[src/logic/csc_regs.svh]
`ifndef CSC_REGS_SVH
`define CSC_REGS_SVH
`define CSC_OFF_STEP_CONF 8'h7a
`define CSC_OFF_CMD 8'h7e
`define CSC_OFF_STATUS 8'h80
`define CSC_OFF_STEP_CNT 8'h84
`define CSC_OFF_PMU 8'h88
`define CSC_OFF_OFFSET 8'h8c
`define CSC_STEP_CONF_RST 16'h0000
`define CSC_CMD_FOC 8'h03
`define CSC_CMD_PROG_NVM 8'ha0
`define CSC_CMD_FIFO_FLUSH 8'hb0
`define CSC_CMD_INT_RESET 8'hb1
`define CSC_CMD_STEP_CLR 8'hb2
`define CSC_CMD_SOFTRESET 8'hb6
`define CSC_ACC_TMAX_US 3800
`define CSC_GYR_TMAX_US 80000
`define CSC_MAG_TMAX_US 500
`define CSC_EXTRA_US 300
`define CSC_STARTUP_US 300
`define CSC_SHORT_US 100
`define CSC_CLK_MHZ 100
`endif

[src/logic/csc_pkg.sv]
package csc_pkg;
  typedef enum logic [2:0] {
    CSC_IDLE = 3'b001,
    CSC_BUSY = 3'b010,
    CSC_BOOT = 3'b100
  } csc_state_t;
  typedef logic [7:0] csc_cmd_t;
endpackage : csc_pkg

[src/logic/csc_cmd_unit.sv]
// Operation
// - Command 0xB2 clears the step counter in every mode.
// - While a command runs, new command writes are dropped except soft reset.
// - A dropped command write sets the dropped-command error flag.
// - Accelerometer power commands occupy the register up to 3.8 ms.
// - Gyroscope commands 0x15 and 0x17 occupy the register up to 80 ms.
// - Magnetometer power commands occupy the register up to 0.5 ms.
// - All sensors suspended or low power adds 0.3 ms occupancy.
// - Soft reset adds 300 us system start-up time.
// - Command 0x03 starts fast offset calibration and stores offsets.
// - Pattern 0001_00nn sets the accelerometer power mode.
// - Pattern 0001_01nn sets the gyroscope power mode.
// - Pattern 0001_10nn sets the magnetometer interface power mode.
// - Command 0xA0 copies NVM-backed registers into NVM.
// - Command 0xB0 flushes FIFO data and keeps its configuration.
// - Command 0xB1 resets the interrupt engine, status and pin.
// - Command 0xB6 resets power modes, step configuration and step count; offsets and error flag keep their values.
// - Undefined command codes are ignored; while busy they still set the dropped-command error flag.
// - Command register is one 8-bit write-only location at 0x7E.
// - Step count reports steps since reset or last counter clear.
// - Calibration writes computed offsets into the offset registers.
`timescale 1ns/10ps
`include "csc_regs.svh"
module csc_cmd_unit #(
  parameter int GYR_TMAX_US = `CSC_GYR_TMAX_US,
  parameter int CNT_W = 16
) (
  input wire logic clk_i,
  input wire logic rst_i,
  input wire logic wb_cyc_i,
  input wire logic wb_stb_i,
  input wire logic wb_we_i,
  input wire logic [7:0] wb_adr_i,
  input wire logic [3:0] wb_sel_i,
  input wire logic [31:0] wb_dat_i,
  output logic [31:0] wb_dat_o,
  output logic wb_ack_o,
  input wire logic step_pulse_i,
  input wire logic [23:0] foc_result_i,
  output logic [1:0] acc_pmu_o,
  output logic [1:0] gyr_pmu_o,
  output logic [1:0] mag_pmu_o,
  output logic [15:0] step_conf_o,
  output logic foc_start_o,
  output logic nvm_prog_o,
  output logic fifo_flush_o,
  output logic int_reset_o,
  output logic soft_reset_o,
  output logic busy_o
);
  import csc_pkg::*;

  // The step counter and its read-back field are fixed at 16 bits.
  // The occupancy timer is 32 bits, so very long gyroscope times would overflow it.
  if (CNT_W != 16 || GYR_TMAX_US < 1 || GYR_TMAX_US > 40000000) begin : g_bad_param
    $error("csc_cmd_unit: unsupported parameter value");
  end

  localparam int CYC_ACC = `CSC_ACC_TMAX_US * `CSC_CLK_MHZ;
  localparam int CYC_GYR = GYR_TMAX_US * `CSC_CLK_MHZ;
  localparam int CYC_MAG = `CSC_MAG_TMAX_US * `CSC_CLK_MHZ;
  localparam int CYC_EXTRA = `CSC_EXTRA_US * `CSC_CLK_MHZ;
  localparam int CYC_START = `CSC_STARTUP_US * `CSC_CLK_MHZ;
  localparam int CYC_SHORT = `CSC_SHORT_US * `CSC_CLK_MHZ;

  // Power mode 00 is suspend, 10 is low power for every sensor here.
  function automatic logic quiet(input logic [1:0] m);
    quiet = (m == 2'h0) || (m == 2'h2);
  endfunction : quiet

  function automatic logic defined_cmd(input csc_cmd_t c);
    defined_cmd = (c == `CSC_CMD_FOC) || (c[7:4] == 4'h1 && c[3:2] != 2'h3)
      || (c == `CSC_CMD_PROG_NVM) || (c == `CSC_CMD_FIFO_FLUSH)
      || (c == `CSC_CMD_INT_RESET) || (c == `CSC_CMD_STEP_CLR)
      || (c == `CSC_CMD_SOFTRESET);
  endfunction : defined_cmd

  ////////////////////////////////////////////////////////////////////////////
  csc_state_t state;
  logic [31:0] timer;
  logic drop_err;
  logic [15:0] step_cnt;
  logic [23:0] offsets;
  logic soft_pend;
  logic bus_req;
  logic cmd_wr;
  csc_cmd_t cmd;
  logic accept;
  logic [31:0] next_time;
  logic [31:0] next_rdata;

  assign bus_req = wb_cyc_i && wb_stb_i && !wb_ack_o;
  assign cmd_wr = bus_req && wb_we_i && wb_adr_i == `CSC_OFF_CMD && wb_sel_i[0];
  assign cmd = wb_dat_i[7:0];
  // Soft reset bypasses occupancy so a hung command can always be escaped.
  assign accept = cmd_wr && defined_cmd(cmd)
    && (state == CSC_IDLE || cmd == `CSC_CMD_SOFTRESET);

  always_comb begin
    next_time = 32'(CYC_SHORT);
    if (cmd[7:2] == 6'h04) begin
      next_time = 32'(CYC_ACC);
    end else if (cmd[7:2] == 6'h05) begin
      next_time = (cmd[1:0] == 2'h1 || cmd[1:0] == 2'h3) ? 32'(CYC_GYR) : 32'(CYC_SHORT);
    end else if (cmd[7:2] == 6'h06) begin
      next_time = 32'(CYC_MAG);
    end else if (cmd == `CSC_CMD_SOFTRESET) begin
      next_time = 32'(CYC_START);
    end
    if (quiet(acc_pmu_o) && quiet(gyr_pmu_o) && quiet(mag_pmu_o)) begin
      next_time = next_time + 32'(CYC_EXTRA);
    end
  end

  ////////////////////////////////////////////////////////////////////////////
  always_ff @(posedge clk_i) begin
    if (rst_i) begin
      state <= CSC_IDLE;
      timer <= 32'h0;
      busy_o <= 1'b0;
      soft_pend <= 1'b0;
    end else if (accept) begin
      state <= (cmd == `CSC_CMD_SOFTRESET) ? CSC_BOOT : CSC_BUSY;
      timer <= next_time;
      busy_o <= 1'b1;
      soft_pend <= (cmd == `CSC_CMD_SOFTRESET);
    end else begin
      case (state)
        CSC_IDLE: begin
          busy_o <= 1'b0;
        end
        CSC_BUSY, CSC_BOOT: begin
          if (timer <= 32'h1) begin
            state <= CSC_IDLE;
            busy_o <= 1'b0;
            soft_pend <= 1'b0;
          end else begin
            timer <= timer - 32'h1;
          end
        end
        default: begin
          state <= CSC_IDLE;
        end
      endcase
    end
  end

  // Command pulses are one cycle wide, issued at acceptance.
  always_ff @(posedge clk_i) begin
    if (rst_i) begin
      foc_start_o <= 1'b0;
      nvm_prog_o <= 1'b0;
      fifo_flush_o <= 1'b0;
      int_reset_o <= 1'b0;
      soft_reset_o <= 1'b0;
    end else begin
      foc_start_o <= accept && cmd == `CSC_CMD_FOC;
      nvm_prog_o <= accept && cmd == `CSC_CMD_PROG_NVM;
      fifo_flush_o <= accept && cmd == `CSC_CMD_FIFO_FLUSH;
      int_reset_o <= accept && cmd == `CSC_CMD_INT_RESET;
      soft_reset_o <= accept && cmd == `CSC_CMD_SOFTRESET;
    end
  end

  always_ff @(posedge clk_i) begin
    if (rst_i || (accept && cmd == `CSC_CMD_SOFTRESET)) begin
      acc_pmu_o <= 2'h0;
      gyr_pmu_o <= 2'h0;
      mag_pmu_o <= 2'h0;
    end else if (accept && cmd[7:4] == 4'h1) begin
      case (cmd[3:2])
        2'h0: acc_pmu_o <= cmd[1:0];
        2'h1: gyr_pmu_o <= cmd[1:0];
        2'h2: mag_pmu_o <= cmd[1:0];
        default: acc_pmu_o <= acc_pmu_o;
      endcase
    end
  end

  always_ff @(posedge clk_i) begin
    if (rst_i) begin
      drop_err <= 1'b0;
    end else if (cmd_wr && !accept && state != CSC_IDLE) begin
      drop_err <= 1'b1;
    end else if (bus_req && wb_we_i && wb_adr_i == `CSC_OFF_STATUS && wb_dat_i[1]) begin
      drop_err <= 1'b0;
    end
  end

  // A clear wins over a step pulse in the same cycle; that step is not counted.
  always_ff @(posedge clk_i) begin
    if (rst_i || (accept && (cmd == `CSC_CMD_STEP_CLR || cmd == `CSC_CMD_SOFTRESET))) begin
      step_cnt <= 16'h0;
    end else if (step_pulse_i) begin
      step_cnt <= step_cnt + 16'h1;
    end
  end

  // Calibration results land one cycle after the start pulse.
  always_ff @(posedge clk_i) begin
    if (rst_i) begin
      offsets <= 24'h0;
    end else if (foc_start_o) begin
      offsets <= foc_result_i;
    end
  end

  always_ff @(posedge clk_i) begin
    if (rst_i || (accept && cmd == `CSC_CMD_SOFTRESET)) begin
      step_conf_o <= `CSC_STEP_CONF_RST;
    end else if (bus_req && wb_we_i && wb_adr_i == `CSC_OFF_STEP_CONF) begin
      if (wb_sel_i[0]) begin
        step_conf_o[7:0] <= wb_dat_i[7:0];
      end
      if (wb_sel_i[1]) begin
        step_conf_o[15:8] <= wb_dat_i[15:8];
      end
    end
  end

  ////////////////////////////////////////////////////////////////////////////
  always_comb begin
    next_rdata = 32'h0;
    case (wb_adr_i)
      `CSC_OFF_STEP_CONF: next_rdata = {16'h0, step_conf_o};
      `CSC_OFF_STATUS: next_rdata = {29'h0, soft_pend, drop_err, busy_o};
      `CSC_OFF_STEP_CNT: next_rdata = {16'h0, step_cnt};
      `CSC_OFF_PMU: next_rdata = {26'h0, mag_pmu_o, gyr_pmu_o, acc_pmu_o};
      `CSC_OFF_OFFSET: next_rdata = {8'h0, offsets};
      default: next_rdata = 32'h0;
    endcase
  end

  // Command register reads as zero; it is write only.
  always_ff @(posedge clk_i) begin
    if (rst_i) begin
      wb_ack_o <= 1'b0;
      wb_dat_o <= 32'h0;
    end else begin
      wb_ack_o <= bus_req;
      wb_dat_o <= (bus_req && !wb_we_i) ? next_rdata : 32'h0;
    end
  end
endmodule : csc_cmd_unit

[config.mk]
export PLATFORM = sky130hd
export DESIGN_NAME = csc_cmd_unit
export DESIGN_NICKNAME = d
export VERILOG_FILES = /design/src/logic/csc_pkg.sv /design/src/logic/csc_cmd_unit.sv
export VERILOG_INCLUDE_DIRS = /design/src /design/src/logic
export SDC_FILE = /design/constraint.sdc
export NUM_CORES = 1
export LEC_CHECK = 0
export ABC_AREA = 0
export ABC_CLOCK_PERIOD_IN_PS = 5990
export BUFFER_PORTS_ARGS = -buffer_cell sky130_fd_sc_hd__buf_4
export CORE_ASPECT_RATIO = 1.5
export CORE_MARGIN = 1
export CORE_UTILIZATION = 40
export DETAILED_ROUTE_END_ITERATION = 10
export GPL_ROUTABILITY_DRIVEN = 0
export GPL_TIMING_DRIVEN = 1
export PLACE_DENSITY = 0.61
export SLEW_MARGIN = 20
export SYNTH_ARGS = -nofsm -noshare
export SYNTH_HDL_FRONTEND = slang
export SYNTH_SLANG_ARGS = --single-unit
[constraint.sdc]
create_clock -name clk_i -period 5.99 [get_ports clk_i]
set_input_delay 0.8985 -clock clk_i [delete_from_list [all_inputs] [get_ports clk_i]]
set_output_delay 0.8985 -clock clk_i [all_outputs]
set_load 0.01 [all_outputs]
==> summary.txt <==
Global route
  • Global Route Usage Sum: 21.1%
  • Global-route wire length before repair: 24800 um
  • Grt ovf: 0
  • Initial antenna violation count: 0
  • Vias in the first global route: 4978
  • Largest net degree at the start of global routing: 51

Status
  • Status: finished clean

Clock tree
  • CTS tree: done
  • Setup repair bufs after CTS: 0
  • Hold buffer count at cts: 0
  • Total CTS buffers: 17
  • Reg clk slew, reported paths: 0.06 ns
  • Clock latency on the worst-skew pair: 0.41 ns
  • Sinks on the clock net: 130
  • H-tree levels: 4
  • Root Driver: clkbuf_16
  • Post-CTS Resized: 0
  • Max clock buf depth: 2

Worst hold path
  • Hold Path Class: flip-flop to flip-flop

Job
  • Max_cap viols: 0

Synthesis
  • Synth area leader: dfxtp_1
  • Cell count after synthesis: 637
  • Unique cell type count in the Yosys netlist: 63
  • EDFF count, synth: 0
  • Most frequent cell after synthesis: dfxtp_1
  • Synthesis Warnings: 0
  • Sequential area share after synthesis: 44.9%
  • Yosys reg bits: 130
  • Synth area leaders: dfxtp_1 (45%), nor2_1 (8.1%), mux2i_1 (7.9%)
  • Syn Area/Cell: 9.10 um^2
  • List of most frequent post-synthesis cells: dfxtp_1 (130), nor2_1 (125), mux2i_1 (46)
  • Synth async-reset ratio: 0%
  • Synthesized cell area: 5800 um^2
  • Post-synth top area share: 44.9%
  • Ys flop type: dfxtp_1

Critical path
  • Critical-path top delay cell: a2111oi_4
  • Cell repeated most along the worst path: buf_4
  • Buf/Inv on CP: 2
  • Crit path DAT: 3.25 ns
  • Critical path fanouts, max: 33
  • Crit path cell chain: buf_4, and4bb_4, nand4_4, a2111oi_4, o41ai_4, buf_4, nand2b_1, nor2_1
  • Worst EP required: 6.26 ns
  • CP max stage delay: 0.66 ns
  • Type of origin of the critical path: input pin
  • Critical Path End Type: flip-flop
  • Largest delay contributor family on the critical path: simple AND/OR/NAND/NOR gates
  • WS Path Type: input pin to flip-flop

STA
  • Worst slew margin: 32.9%
  • Hold Vio Cnt, Final: 0
  • Fmax: 0.335 GHz
  • Setup TNS: 0 ns
  • Period utilization: 49.8%
  • Endpoints failing setup: 0
  • Final Skew: 0.00975 ns
  • Worst hold slack: 0.455 ns
  • RSZ-0062 raised after global routing: false
  • Crit path time final: 2.98 ns
  • Slew @ Worst Pin: 1.00 ns
  • Pins Over Slew Limit: 0

Floorplan
  • Starting Density: 41.2%
  • Core ar.: 14100 um^2
  • I/O Pins: 135
  • # rows: 53
  • Die area: 15000 um^2
  • Die Span X: 100 um
  • Die Y: 149 um

Routing
  • DR WL met2: 8040 um
  • Post-route ant nets: 0
  • Post-Route WL: 15200 um
  • Vias per inst: 5.26
  • WL met3: 535 um
  • Top sig layer: met4
  • DRT iter0 DRCs: 308
  • WL met1: 6250 um
  • DRC violations left: 0
  • Routed via count: 4957
  • Wire per inst: 16.1 um
  • First-pass DRT Iterations: 5

Placed design
  • DP Wirelength: 11000 um
  • Buffers added on ports: 108

Final layout
  • # diodes: 0
  • P&R area growth vs syn: 26.9%
  • Post-Route Utilization: 52.3%
  • Share of cells above drive strength 1: 21.7%
  • Fillers: 1347
  • Nets: 817

Power and ir drop
  • Cell area power density: 272 nW/um^2
  • Peak supply drop: 0.173 mV
  • P_leak: 0.00282 uW
[per-stage QoR]
step	power (uW)	instance area, um^2	worst slack (ns)	std cells
floorplan	926	5820	3.20	644
global placement	962	6740	2.62	911
detailed placement	964	6750	2.58	911
CTS	2020	7360	3.01	943
global route	2070	7360	2.84	943
finish	2000	7360	3.01	943
[final timing paths]
| kind | start | endpoint | slack (ns) | depth (start not counted) |
|---|---|---|---|---|
| worst max-delay path | wb_dat_i[0] | timer[0] | 3.01 | 8 |
| worst min-delay path | offsets[19] | wb_dat_o[19] | 0.45 | 1 |
| worst max register to register | timer[24] | timer[15] | 3.24 | 6 |
| worst min register to register | offsets[19] | wb_dat_o[19] | 0.45 | 1 |
[metal layers]
metal,track usage [%],up-vias
li1,-,2464
met1,24.4,2366
met2,37.4,107
met3,4.11,20
met4,9.35,0
met5,0,-
[layout by cell type (no fill, tap or decap), types with 15 or more instances in the layout]
| cell type | count |
|---|---|
| a211oi_1 | 15 |
| a21oi_1 | 23 |
| buf_4 | 114 |
| clkbuf_16 | 17 |
| dfxtp_1 | 130 |
| mux2i_1 | 46 |
| nand2_1 | 33 |
| nor2_1 | 125 |
| nor3_1 | 20 |
| xnor2_1 | 31 |
[sequential cells by signal, indices dropped and copies added (netlist names), 2 cells and up]
register and count:
step_cnt 16, offsets 24, mag_pmu_o 2, acc_pmu_o 2, gyr_pmu_o 2, step_conf_o 16
timer 32, state 3, wb_dat_o 24
[cell type report]
| type | count | area [um^2] | share of cell area, % |
|---|---|---|---|
| timing repair buffer | 114 | 856 | 11.6 |
| multi-input combinational | 468 | 3030 | 41.1 |
| clock inverter | 14 | 179 | 2.43 |
| tap | 192 | 240 | 3.26 |
| inverter | 7 | 26.3 | 0.357 |
| sequential | 130 | 2600 | 35.4 |
| clock buffer | 18 | 429 | 5.83 |
[where the power goes]
part | internal [uW] | switching, uW
clock network | 661 | 396
logic | 34.9 | 41.6
registers | 866 | 2.24
total | 1560 | 440
[cells by family after synthesis]
family                   synth area share (%)
multiplexers                             7.94
adder cells (fa/ha/maj)                  1.08
AO/OA/AOI/OAI                            12.2
buffers and inverters                    3.67
AND/OR/NAND/NOR                          23.5
XOR/XNOR                                 6.65
flip-flops                               44.9
other                                  0.0647
[worst reg2reg max path: cells and delay by family, from the launching register on]
family          cells  cell delay [ns]
xor+xnor            1             0.16
flops               1             0.35
compound gates      3             1.37
simple gates        2             0.79
No activity file was read; power rests on OpenSTA's default activity.
